===== config.mk =====
export PLATFORM = sky130hd
export DESIGN_NAME = npc_top
export DESIGN_NICKNAME = d
export VERILOG_FILES = /design/src/rtl/npc_pkg.sv /design/src/rtl/npc_top.sv /design/src/rtl/npc_dl_seq.sv
export SDC_FILE = /design/constraint.sdc
export NUM_CORES = 1
export LEC_CHECK = 0
export BUFFER_PORTS_ARGS = -buffer_cell sky130_fd_sc_hd__buf_4
export CORE_ASPECT_RATIO = 0.7
export CORE_MARGIN = 4
export CORE_UTILIZATION = 48
export DETAILED_ROUTE_END_ITERATION = 8
export PLACE_DENSITY = 0.74
export SLEW_MARGIN = 20
export SYNTH_ARGS = -nofsm -noshare
export SYNTH_HDL_FRONTEND = slang
export SYNTH_SLANG_ARGS = --single-unit
export TNS_END_PERCENT = 30

===== constraint.sdc =====
create_clock -name clock_i -period 2.2 [get_ports clock_i]
set_clock_uncertainty 0.15 [all_clocks]
set_input_delay 0.22 -clock clock_i [delete_from_list [all_inputs] [get_ports clock_i]]
set_output_delay 0.22 -clock clock_i [all_outputs]
set_load 0.1 [all_outputs]

===== src/rtl/npc_pkg.sv =====
// npc_pkg: constants, field positions and types of the nonvolatile program control
// assumes: an 8-bit cpu bus with a 16-bit address and one 10 MHz clock
//
// Operation
// - program control at 0x2b, fields 5,4,3,0
// - latch armed: capture writes, block reads
// - latch write ignored while voltage applied
// - voltage bit written only when latch armed
// - test mode multi-byte: ignore address bit five
// - test mode extra columns: use [11:5]; XCOL_MASK also keeps bit 0 and clears [4:1]
// - test mode extra rows: use [5:0]
// - serial download only bootstrap or test
// - utility at 0xbf00, delay x, start y
// - send 0xff, echo each byte, then reset
// - ee voltage only after arm, target, both
// - setting latch and voltage together clears both
// - ee control always accessible; latch blocks reads
// - pump clock: e clock or rc oscillator
// - inhibit status always reads zero
// - erase scope from byte and row bits
// - erase bit selects erase operation
// - ee voltage bit drives array voltage
// - odd and even bits test mode only
// - ee latch 1, erase 2, byte 4, voltage 0
package npc_pkg;
    localparam logic [15:0] EP_CTRL_OFS = 16'h002b;
    localparam logic [15:0] EE_CTRL_OFS = 16'h003b;
    localparam logic [15:0] TEST_CTRL_OFS = 16'h003e;
    localparam logic [15:0] CONFIG_OFS = 16'h003f;
    localparam logic [15:0] EE_FIRST = 16'h0d80;
    localparam logic [15:0] EE_LAST = 16'h0fff;
    localparam logic [15:0] EP_FIRST = 16'h8000;
    localparam logic [15:0] UTIL_ENTRY = 16'hbf00;
    localparam logic [7:0] CTRL_RST = 8'h00;
    localparam logic [7:0] READY_BYTE = 8'hff;
    // program control fields
    localparam int EP_LAT = 5;
    localparam int EP_XCOL = 4;
    localparam int EP_XROW = 3;
    localparam int EP_HV = 0;
    // ee control fields
    localparam int EE_HV = 0;
    localparam int EE_LAT = 1;
    localparam int EE_ERASE = 2;
    localparam int EE_ROW = 3;
    localparam int EE_BYTE = 4;
    localparam int EE_LOW_VOLT_INHIBIT_FLAG = 5;
    localparam int EE_EVEN = 6;
    localparam int EE_ODD = 7;
    // test control fields
    localparam int TC_MBP = 0;
    localparam int TC_PCS = 1;
    // address masks of the test array selects
    localparam logic [15:0] XCOL_MASK = 16'hffe1;
    localparam logic [15:0] XROW_MASK = 16'hf03f;
    localparam logic [15:0] MBP_MASK = 16'hffdf;

    typedef enum logic [1:0] {
        SCOPE_BULK = 2'b00,
        SCOPE_ROW = 2'b01,
        SCOPE_BYTE = 2'b10
    } npc_scope_e;

    typedef enum logic [2:0] {
        DL_IDLE = 3'b000,
        DL_WAIT = 3'b001,
        DL_BURN = 3'b010,
        DL_ECHO = 3'b011,
        DL_DONE = 3'b100
    } npc_dl_e;
endpackage


===== src/rtl/npc_top.sv =====
// npc_top: program-memory and erasable-memory programming control
// assumes: cpu register port on clock_i, mode pins asynchronous
`timescale 1ns/100ps
`default_nettype none
module npc_top (
    // clock and reset
    input wire logic clock_i,
    input wire logic sys_rst_i,
    // cpu port
    input wire logic [15:0] addr_i,
    input wire logic [7:0] wdata_i,
    input wire logic wr_i,
    input wire logic rd_i,
    output logic [7:0] rdata_o,
    // mode pins
    input wire logic mode_test_i,
    input wire logic mode_boot_i,
    // download utility
    input wire logic dl_entry_i,
    input wire logic [15:0] dl_entry_addr_i,
    input wire logic [15:0] x_index_i,
    input wire logic [15:0] y_index_i,
    input wire logic [15:0] dl_count_i,
    input wire logic sci_rx_valid_i,
    input wire logic [7:0] sci_rx_data_i,
    input wire logic [7:0] ep_verify_i,
    output logic sci_tx_valid_o,
    output logic [7:0] sci_tx_data_o,
    output logic dl_reset_req_o,
    output logic serial_dl_en_o,
    // program memory array
    output logic ep_latch_arm_o,
    output logic ep_hv_o,
    output logic ep_read_en_o,
    output logic [15:0] ep_prog_addr_o,
    output logic [7:0] ep_prog_data_o,
    output logic ep_extra_col_o,
    output logic ep_extra_row_o,
    // erasable memory array
    output logic ee_latch_arm_o,
    output logic ee_hv_o,
    output logic ee_erase_o,
    output logic [1:0] ee_scope_o,
    output logic ee_read_en_o,
    output logic [15:0] ee_prog_addr_o,
    output logic [7:0] ee_prog_data_o,
    output logic ee_odd_o,
    output logic ee_even_o,
    output logic pump_rc_sel_o
);
    import npc_pkg::*;

    // ----------------------------------------
    // helpers
    // ----------------------------------------
    // test-mode address remap of a captured write
    function automatic logic [15:0] map_addr(input logic [15:0] a, input logic xc, input logic xr,
                                              input logic mb);
        logic [15:0] r;
        r = a;
        if (xc) r = r & XCOL_MASK;
        if (xr) r = r & XROW_MASK;
        if (mb) r = r & MBP_MASK;
        return r;
    endfunction

    // ----------------------------------------
    // mode pin synchronisers
    // ----------------------------------------
    logic test_m_q, test_q, boot_m_q, boot_q;

    // two flops per pin, first read only by second
    always_ff @(posedge clock_i) begin
        if (sys_rst_i) begin
            test_m_q <= 1'b0;
            test_q <= 1'b0;
            boot_m_q <= 1'b0;
            boot_q <= 1'b0;
        end else begin
            test_m_q <= mode_test_i;
            test_q <= test_m_q;
            boot_m_q <= mode_boot_i;
            boot_q <= boot_m_q;
        end
    end

    // ----------------------------------------
    // decode
    // ----------------------------------------
    logic ep_lat_q, ep_xcol_q, ep_xrow_q, ep_hv_q;
    logic ee_lat_q, ee_hv_q, ee_erase_q, ee_row_q, ee_byte_q, ee_odd_q, ee_even_q;
    logic ee_target_q, mbp_q, pcs_q;

    wire sel_ep = (addr_i == EP_CTRL_OFS);
    wire sel_ee = (addr_i == EE_CTRL_OFS);
    wire sel_tc = (addr_i == TEST_CTRL_OFS);
    wire wr_ep = wr_i && sel_ep;
    wire wr_ee = wr_i && sel_ee;
    wire wr_tc = wr_i && sel_tc;
    wire ep_array_hit = (addr_i >= EP_FIRST);
    wire ee_array_hit = ((addr_i >= EE_FIRST) && (addr_i <= EE_LAST)) || (addr_i == CONFIG_OFS);
    wire dl_allowed = boot_q || test_q;

    // ----------------------------------------
    // download utility
    // ----------------------------------------
    logic dl_wr, dl_hv, dl_busy;
    logic [15:0] dl_addr;
    logic [7:0] dl_data;
    wire dl_start = dl_entry_i && (dl_entry_addr_i == UTIL_ENTRY) && dl_allowed;

    npc_dl_seq u_dl (
        .clock_i(clock_i),
        .sys_rst_i(sys_rst_i),
        .start_i(dl_start),
        .delay_i(x_index_i),
        .first_addr_i(y_index_i),
        .count_i(dl_count_i),
        .rx_valid_i(sci_rx_valid_i),
        .rx_data_i(sci_rx_data_i),
        .verify_i(ep_verify_i),
        .tx_valid_o(sci_tx_valid_o),
        .tx_data_o(sci_tx_data_o),
        .prog_wr_o(dl_wr),
        .prog_addr_o(dl_addr),
        .prog_data_o(dl_data),
        .hv_o(dl_hv),
        .busy_o(dl_busy),
        .reset_req_o(dl_reset_req_o)
    );

    // ----------------------------------------
    // program memory control
    // ----------------------------------------
    // latch ignores writes while voltage applied; voltage needs latch already set
    wire ep_lat_d = (wr_ep && !ep_hv_q) ? wdata_i[EP_LAT] : ep_lat_q;
    wire ep_hv_d = (wr_ep && ep_lat_q) ? wdata_i[EP_HV] : ep_hv_q;
    wire ep_xcol_d = (wr_ep && test_q) ? wdata_i[EP_XCOL] : ep_xcol_q;
    wire ep_xrow_d = (wr_ep && test_q) ? wdata_i[EP_XROW] : ep_xrow_q;
    wire ep_arm = ep_lat_q || dl_busy;
    wire ep_cap = wr_i && ep_array_hit && ep_lat_q && !ep_hv_q;

    always_ff @(posedge clock_i) begin
        if (sys_rst_i) begin
            ep_lat_q <= CTRL_RST[EP_LAT];
            ep_hv_q <= CTRL_RST[EP_HV];
            ep_xcol_q <= CTRL_RST[EP_XCOL];
            ep_xrow_q <= CTRL_RST[EP_XROW];
        end else begin
            ep_lat_q <= ep_lat_d;
            ep_hv_q <= ep_hv_d;
            ep_xcol_q <= ep_xcol_d;
            ep_xrow_q <= ep_xrow_d;
        end
    end

    // array side of the program memory
    always_ff @(posedge clock_i) begin
        if (sys_rst_i) begin
            ep_latch_arm_o <= 1'b0;
            ep_hv_o <= 1'b0;
            ep_read_en_o <= 1'b1;
            ep_prog_addr_o <= 16'h0000;
            ep_prog_data_o <= 8'h00;
            ep_extra_col_o <= 1'b0;
            ep_extra_row_o <= 1'b0;
        end else begin
            ep_latch_arm_o <= ep_arm;
            ep_hv_o <= ep_hv_q || dl_hv;
            ep_read_en_o <= !ep_arm;
            ep_extra_col_o <= ep_xcol_q && test_q;
            ep_extra_row_o <= ep_xrow_q && test_q;
            if (ep_cap) begin
                ep_prog_addr_o <= map_addr(addr_i, ep_xcol_q && test_q, ep_xrow_q && test_q, mbp_q && test_q);
                ep_prog_data_o <= wdata_i;
            end else if (dl_wr) begin
                ep_prog_addr_o <= map_addr(dl_addr, 1'b0, 1'b0, mbp_q && test_q);
                ep_prog_data_o <= dl_data;
            end
        end
    end

    // ----------------------------------------
    // erasable memory control
    // ----------------------------------------
    wire ee_try_both = wdata_i[EE_LAT] && wdata_i[EE_HV];
    // voltage only after arm, target write, then both set
    wire ee_hv_ok = wr_ee && ee_try_both && ee_lat_q && ee_target_q;
    wire ee_lat_d = !wr_ee ? ee_lat_q :
                    (ee_try_both && !ee_lat_q) ? 1'b0 : wdata_i[EE_LAT];
    wire ee_hv_d = !wr_ee ? ee_hv_q : ee_hv_ok;
    wire ee_tgt_hit = wr_i && ee_array_hit && ee_lat_q && !ee_hv_q;
    wire ee_target_d = (wr_ee && !ee_lat_d) ? 1'b0 : (ee_target_q || ee_tgt_hit);

    always_ff @(posedge clock_i) begin
        if (sys_rst_i) begin
            ee_lat_q <= CTRL_RST[EE_LAT];
            ee_hv_q <= CTRL_RST[EE_HV];
            ee_erase_q <= CTRL_RST[EE_ERASE];
            ee_row_q <= CTRL_RST[EE_ROW];
            ee_byte_q <= CTRL_RST[EE_BYTE];
            ee_odd_q <= CTRL_RST[EE_ODD];
            ee_even_q <= CTRL_RST[EE_EVEN];
            ee_target_q <= 1'b0;
        end else begin
            ee_lat_q <= ee_lat_d;
            ee_hv_q <= ee_hv_d;
            ee_target_q <= ee_target_d;
            if (wr_ee) begin
                ee_erase_q <= wdata_i[EE_ERASE];
                ee_row_q <= wdata_i[EE_ROW];
                ee_byte_q <= wdata_i[EE_BYTE];
                ee_odd_q <= wdata_i[EE_ODD] && test_q;
                ee_even_q <= wdata_i[EE_EVEN] && test_q;
            end
        end
    end

    // array side of the erasable memory
    always_ff @(posedge clock_i) begin
        if (sys_rst_i) begin
            ee_latch_arm_o <= 1'b0;
            ee_hv_o <= 1'b0;
            ee_erase_o <= 1'b0;
            ee_scope_o <= SCOPE_BULK;
            ee_read_en_o <= 1'b1;
            ee_prog_addr_o <= 16'h0000;
            ee_prog_data_o <= 8'h00;
            ee_odd_o <= 1'b0;
            ee_even_o <= 1'b0;
        end else begin
            ee_latch_arm_o <= ee_lat_q;
            ee_hv_o <= ee_hv_q;
            ee_erase_o <= ee_erase_q;
            ee_scope_o <= ee_byte_q ? SCOPE_BYTE : (ee_row_q ? SCOPE_ROW : SCOPE_BULK);
            ee_read_en_o <= !ee_lat_q;
            ee_odd_o <= ee_odd_q && test_q;
            ee_even_o <= ee_even_q && test_q;
            if (ee_tgt_hit) begin
                ee_prog_addr_o <= addr_i;
                ee_prog_data_o <= wdata_i;
            end
        end
    end

    // ----------------------------------------
    // test control and misc outputs
    // ----------------------------------------
    always_ff @(posedge clock_i) begin
        if (sys_rst_i) begin
            mbp_q <= 1'b0;
            pcs_q <= 1'b0;
            pump_rc_sel_o <= 1'b0;
            serial_dl_en_o <= 1'b0;
        end else begin
            if (wr_tc) begin
                mbp_q <= wdata_i[TC_MBP] && test_q;
                pcs_q <= wdata_i[TC_PCS];
            end
            pump_rc_sel_o <= pcs_q;
            serial_dl_en_o <= dl_allowed;
        end
    end

    // ----------------------------------------
    // read path
    // ----------------------------------------
    logic [7:0] ep_view, ee_view, tc_view, rd_mux;
    assign ep_view = {2'b00, ep_lat_q, ep_xcol_q, ep_xrow_q, 2'b00, ep_hv_q};
    assign ee_view = {ee_odd_q, ee_even_q, 1'b0, ee_byte_q, ee_row_q, ee_erase_q, ee_lat_q, ee_hv_q};
    assign tc_view = {6'h00, pcs_q, mbp_q};

    // register select, unmapped reads zero
    always_comb begin
        if (sel_ep) rd_mux = ep_view;
        else if (sel_ee) rd_mux = ee_view;
        else if (sel_tc) rd_mux = tc_view;
        else rd_mux = 8'h00;
    end

    // data stand in the cycle after the strobe only
    always_ff @(posedge clock_i) begin
        if (sys_rst_i) rdata_o <= 8'h00;
        else rdata_o <= rd_i ? rd_mux : 8'h00;
    end
endmodule // npc_top
`default_nettype wire


===== src/rtl/npc_dl_seq.sv =====
// npc_dl_seq: serial download sequencer of the resident programming utility
// assumes: byte receive strobes already on clock_i, verify data from the array
`timescale 1ns/100ps
`default_nettype none
module npc_dl_seq (
    // clock and reset
    input wire logic clock_i,
    input wire logic sys_rst_i,
    // start and setup
    input wire logic start_i,
    input wire logic [15:0] delay_i,
    input wire logic [15:0] first_addr_i,
    input wire logic [15:0] count_i,
    // byte exchange
    input wire logic rx_valid_i,
    input wire logic [7:0] rx_data_i,
    input wire logic [7:0] verify_i,
    output logic tx_valid_o,
    output logic [7:0] tx_data_o,
    // programming requests
    output logic prog_wr_o,
    output logic [15:0] prog_addr_o,
    output logic [7:0] prog_data_o,
    output logic hv_o,
    output logic busy_o,
    output logic reset_req_o
);
    import npc_pkg::*;

    npc_dl_e state_q;
    logic [15:0] cnt_q;
    logic [15:0] left_q;

    // ----------------------------------------
    // sequencer
    // ----------------------------------------
    always_ff @(posedge clock_i) begin
        tx_valid_o <= 1'b0;
        prog_wr_o <= 1'b0;
        reset_req_o <= 1'b0;
        if (sys_rst_i) begin
            state_q <= DL_IDLE;
            cnt_q <= 16'h0000;
            left_q <= 16'h0000;
            tx_data_o <= 8'h00;
            prog_addr_o <= 16'h0000;
            prog_data_o <= 8'h00;
            hv_o <= 1'b0;
            busy_o <= 1'b0;
        end else begin
            case (state_q)
                DL_IDLE: begin
                    if (start_i) begin
                        tx_valid_o <= 1'b1;
                        tx_data_o <= READY_BYTE;
                        prog_addr_o <= first_addr_i;
                        left_q <= count_i;
                        busy_o <= 1'b1;
                        state_q <= DL_WAIT;
                    end
                end
                DL_WAIT: begin
                    if (rx_valid_i) begin
                        prog_wr_o <= 1'b1;
                        prog_data_o <= rx_data_i;
                        cnt_q <= delay_i;
                        state_q <= DL_BURN;
                    end
                end
                DL_BURN: begin
                    hv_o <= (cnt_q != 16'h0000);
                    if (cnt_q == 16'h0000) begin
                        state_q <= DL_ECHO;
                    end else begin
                        cnt_q <= cnt_q - 16'h0001;
                    end
                end
                DL_ECHO: begin
                    tx_valid_o <= 1'b1;
                    tx_data_o <= verify_i;
                    prog_addr_o <= prog_addr_o + 16'h0001;
                    left_q <= left_q - 16'h0001;
                    state_q <= (left_q <= 16'h0001) ? DL_DONE : DL_WAIT;
                end
                default: begin
                    reset_req_o <= 1'b1;
                    busy_o <= 1'b0;
                    state_q <= DL_IDLE;
                end
            endcase
        end
    end
endmodule // npc_dl_seq
`default_nettype wire


Word level (Yosys, flattened, before mapping)
Cells that the tools add are included.
{ "classes": {"n_mux": 35, "addsub": 3, "eq_ne": 12, "bitwise_logic": 3, "n_reduce_logical": 57, "order_cmp": 4} }
{ "ops": {"columns": ["operator", "n"], "rows": [
  ["two-way mux 16 bit", 6],
  ["one-hot mux 16 bit (2 select lines)", 3],
  ["== test 16 x 6 -> 1 bit (second input constant)", 4],
  ["two-way mux 8 bit", 4],
  ["subtractor 16 x 1 -> 16 bit (second input constant)", 2],
  ["logical AND 1 bit", 29],
  ["two-way mux 6 bit", 3],
  ["adder 16 x 1 -> 16 bit (second input constant)", 1],
  ["== test 16 bit (second input constant)", 1],
  ["greater-or-equal comparator 16 x 12 -> 1 bit (second input constant)", 1],
  ["greater-or-equal comparator 16 bit (second input constant)", 1],
  ["<= comparator 16 x 1 -> 1 bit (second input constant)", 1],
  ["<= comparator 16 x 12 -> 1 bit (second input constant)", 1],
  ["zero test 16 bit", 1],
  ["one-hot mux 8 bit (2 select lines)", 1],
  ["nonzero test 16 bit", 1],
  ["two-way mux 12 bit", 1],
  ["two-way mux 3 bit", 4],
  ["one-hot mux 3 bit (4 select lines)", 1],
  ["OR reduction 2 bit", 4],
  ["two-way mux 1 bit", 7],
  ["== test 3 x 2 -> 1 bit (second input constant)", 2],
  ["!= test 2 bit (second input constant)", 3],
  ["AND reduction 2 bit", 3],
  ["13 further kinds", 29]
]} }
{ "word_totals": {"wordCells": 164, "register_bits": 161} }

Depth between registers and ports, before layout
{ "logic_depth": {"word_depth": 7, "ltp_mapped": 8, "depth_no_buf": 7} }

Modules after synthesis
Synthesis repeated with hierarchy kept, for this count alone.
{ "hier_totals": {"hier_cells": 804, "hier_area_um2": 7006.7} }
{ "by_module_without_submodules": {"columns": ["mod", "instances", "seq_area_each_um2", "cells_each", "area_per_inst_um2"], "rows": [
  ["npc_dl_seq", 1, 1441.4, 473, 3671.0],
  ["npc_top", 1, 1781.7, 331, 3335.7]
]} }

Worst setup path after synthesis
No wires, ideal clock.
{ "synth_path": {"path_kind": "register -> register", "from": "register u_dl.cnt_q[0]", "to": "register u_dl.cnt_q[15]", "slack_ps": 180, "t_arrival_ps": 1755, "required_time_ps": 1935, "path_buffers": 1, "stages_incl_launch_ff": 9, "path_cell_list": "dfxtp_1 > inv_1 > ha_1 > nor3b_2 > nand4_1 > a21oi_2 > buf_2 > a21oi_1 > o21a_1"} }
{ "synth_via": {"elab_chain_len": 3} }
{ "synth_lines": {"columns": ["item", "line", "rtl"], "rows": [
  ["start: declaration", "npc_dl_seq.sv:31", "logic [15:0] cnt_q;"],
  ["start signal: assignment", "npc_dl_seq.sv:66", "cnt_q <= delay_i;"],
  ["start signal: assignment", "npc_dl_seq.sv:75", "cnt_q <= cnt_q - 16'h0001;"],
  ["subtractor 16 x 1 -> 16 bit / zero test 16 bit (equally long branches)", "npc_dl_seq.sv:75, npc_dl_seq.sv:72", null],
  ["two-way mux 16 bit / != test 2 bit (equally long branches)", null, null],
  ["one-hot mux 16 bit (2 select lines) / AND reduction 3 bit (equally long branches)", null, null]
]} }
Several ways; a longest one is shown, not always the timed one. The select of a mux whose other input is x is not followed.
A chain may end at the register's enable or synchronous reset.

Worst setup path in the final report
{ "layout_path": {"from": "input port addr_i[11]", "to": "register rdata_o[7]"} }
{ "layout_via": {"elab_chain_len": 2} }
{ "layout_lines": {"columns": ["item", "line", "rtl"], "rows": [
  ["start: declaration", "npc_top.sv:10", "input wire logic [15:0] addr_i,"],
  ["== test 16 x 6 -> 1 bit (on tied branches)", "npc_top.sv:94, npc_top.sv:95", null],
  ["OR reduction 3 bit (no source line) / two-way mux 8 bit (equally long branches)", null, null],
  ["end signal: assignment", "npc_top.sv:284", "else rdata_o <= rd_i ? rd_mux : 8'h00;"],
  ["end: declaration", "npc_top.sv:14", "output logic [7:0] rdata_o,"]
]} }
Several ways; a longest one is shown, not always the timed one.

==> flow_summary.ini <==
[flow_run]
cap_violations = 0

[power_and_ir_drop]
leakage_nw = 4.312
ir_worst_vdd_v = 0.0004839
pwr_density_cell_mw_per_mm2 = 605.2
total_power_mw = 6.225

[yosys]
synth_top_cell_by_area = dfxtp_1
yosysUniqueCellTypes = 68
yosysMostFrequentCell = dfxtp_1
avgSynthCellArea_um2 = 8.635
ys_seq_area_share_pct = 45.30
synth_common_cells = 161 x dfxtp_1, 102 x nor2_1, 82 x nand2_1
synth.net_count = 940
async_reset_ff_share_pct = 0
ys.flop_type = dfxtp_1
yosysTopAreaCellShare_pct = 45.30
synthesis.area_mm2 = 0.007116
synth-warning-count = 0
netlist_top_cells_area = dfxtp_1 45%, mux2i_1 6.3%, a21oi_1 5.6%
synth_cells = 824
synth-edff-count = 0
synth-seq-cells = 161

[cells_and_area]
final_net_count = 1213
layout-drive-gt1-share_pct = 26.85
utilization_pct = 72.27
nFillCells = 1113
syn2layout_area_growth_pct = 44.56
design_area_mm2 = 0.01029
fin_cells = 1301

[cts]
cts_buffers = 17
clk-insertion-delay-late_ns = 0.42
clk_pin_slew_ns = 0.07
clk_path_buf_depth = 2
cts_root_buf = clkbuf_16
clkSinkCount = 161
htreeDepth = 4
tritoncts = yes

[setup_path]
cp.depth = 9
crit_end = rdata_o[7]
path_class = in2reg
path_buf_inv = 4
slowest_stage = dlygate4sd3_1
crit_required_ns = 2.42
cpMostUsedCell = buf_4
startpoint_type = input port
r2r.worst_path.cells = 5
max_stage_delay_ns = 0.56
cp.arrival_ns = 2.43
crit_path_end_kind = flip-flop
crit_chain = dlygate4sd3_1 > buf_4 > or4_4 > nor4_4 > buf_4 > nand2_1 > nor2_2 > buf_4 > and2_1
critPathMaxFanout = 6
regToRegSetupSlack_ns = 0.14
worst_r2r_startpoint = u_dl.state_q[0]
r2r_end = u_dl.left_q[10]
crit_path_start = addr_i[11]
path_delay_family = simple AND/OR/NAND/NOR gates

[timing]
rsz0062_at_grt = yes
slew_headroom_pct = 58.54
hold_violations = 0
worst_slew_pin_slew_ns = 0.6220
fin_crit_sh_pct = 100.1
layout_setup_ws_ns = -0.002506
fmax_mhz = 454.0
slew_violations = 0
period_needed_ns = 2.203
fin_hold_ws_ns = 0.01295
finalSetupViolations = 2

[route]
drt_iter0_drc = 689
post_drt_wl_per_cell_um = 17.14
drt_first_pass_iters = 5
ant_nets = 0
vias_per_cell = 5.510
num_vias = 7169
wl_um = 22300
drcViolationCount = 0

[floorplanning]
core_mm2 = 0.01423
start_util_pct = 49.99
die_y_um = 109.9
num_io_pins = 193
die_w_um = 153.5
row_count = 36
fp.dieArea_mm2 = 0.01687

[place]
hpwl_um = 15270
place_area_mm2 = 0.008887
io_buffers = 192
place.gp.congestion = 0.9100
dp.cells = 1191

[worst_hold_path]
hold_class = in2reg

[global_route]
groute.usage.overall_pct = 25.84
grt_pass1_vias = 6903
grt_pass1_wl_um = 35400
grt_max_degree = 129
grt-ovfl-total = 0
antenna_found_initial = 0

[status]
violations = setup timing
status = finished with violations
[worst min-delay path by stage]
stage | startpoint | end | slack (ns) | depth (start not counted)
2_1_floorplan | mode_boot_i | boot_m_q | 0.20 | 1
3_3_place_gp | test_m_q | test_q | 0.28 | 1
3_5_place_dp | test_m_q | test_q | 0.28 | 1
4_1_cts | x_index_i[12] | u_dl.cnt_q[12] | 0.002 | 4
5_1_grt | x_index_i[1] | u_dl.cnt_q[1] | 0.03 | 3
6_report | x_index_i[10] | u_dl.cnt_q[10] | 0.01 | 5
[kinds of logic (layout without fill, tap and decap cells)]
family	after synthesis	in the layout	synth area share, %
compound gates	202	202	17.69
xor+xnor	3	3	0.3693
fa+ha+maj	4	4	0.7034
buf+inv	69	355	4.590
flops	161	161	45.30
mux	45	45	6.330
other cells	0	1	0
simple gates	340	340	25.02
[tightest hold or removal path, stage by stage]
cell and delay, ns:
buf_4 0.07, nand2_1 0.04, o31ai_1 0.05, nand2_1 0.05
a21oi_1 0.11
[per-stage QoR]
stage               setup WS, ns  setup TNS (ns)
finish                 -0.002506       -0.004785
global route            -0.09529         -0.4030
CTS                      0.02775               0
detailed placement       0.01264               0
global placement         0.07772               0
floorplan                 0.1800               0
[layout by cell type, fill, tap and decap left out, types with 7 or more instances in the layout]
cell / count
a211oi_1: 18
a21oi_1: 79
a2bb2oi_1: 8
a31oi_1: 20
and2_1: 7
and3_1: 14
buf_4: 229
clkbuf_16: 17
dfxtp_1: 161
dlygate4sd3_1: 76
inv_1: 13
mux2i_1: 45
nand2_1: 82
nand3_1: 41
nand4_1: 10
nor2_1: 101
nor2b_1: 10
nor3_1: 12
nor4_1: 7
o21ai_0: 35
o311ai_0: 7
or3_1: 8
[flip-flops by register name, indices dropped and copies added, names as in the netlist, 8 cells and up]
register / flops
u_dl.tx_data_o: 8
ee_prog_addr_o: 16
u_dl.left_q: 16
rdata_o: 8
u_dl.cnt_q: 16
ep_prog_data_o: 8
ee_prog_data_o: 8
u_dl.prog_addr_o: 16
ep_prog_addr_o: 16
u_dl.prog_data_o: 8
[layout make-up]
type / instances / area (um^2) / area share, %
Inverter: 13 / 48.80 / 0.4744
Antenna cell: 1 / 2.502 / 0.02433
Tap cell: 190 / 237.7 / 2.311
Clock buffer: 17 / 425.4 / 4.136
Sequential cell: 161 / 3223 / 31.33
Clock inverter: 15 / 166.4 / 1.618
Multi-Input combinational cell: 594 / 3602 / 35.02
Timing Repair Buffer: 310 / 2580 / 25.08
[power breakdown]
part	leakage (nW)	switching [mW]	internal [mW]
logic	2.73	0.177	0.243
registers	1.30	0.00199	2.92
clock network	0.287	1.36	1.52
total	4.31	1.54	4.68
[timing repair]
action | in CTS | in global routing
endpoints found under the setup margin | 0 | 36
gates resized for setup | 0 | 8
hold endpoints to repair | 101 | 0
buffers inserted | 0 | 1
hold buffers | 76 | 0
[per-layer routing]
metal	GRT usage, %	routed length, um
met1	36.00	10020
met2	41.06	10200
met3	5.389	1827
met4	7.183	246
met5	0	0
No activity file was read; power rests on OpenSTA's default activity.
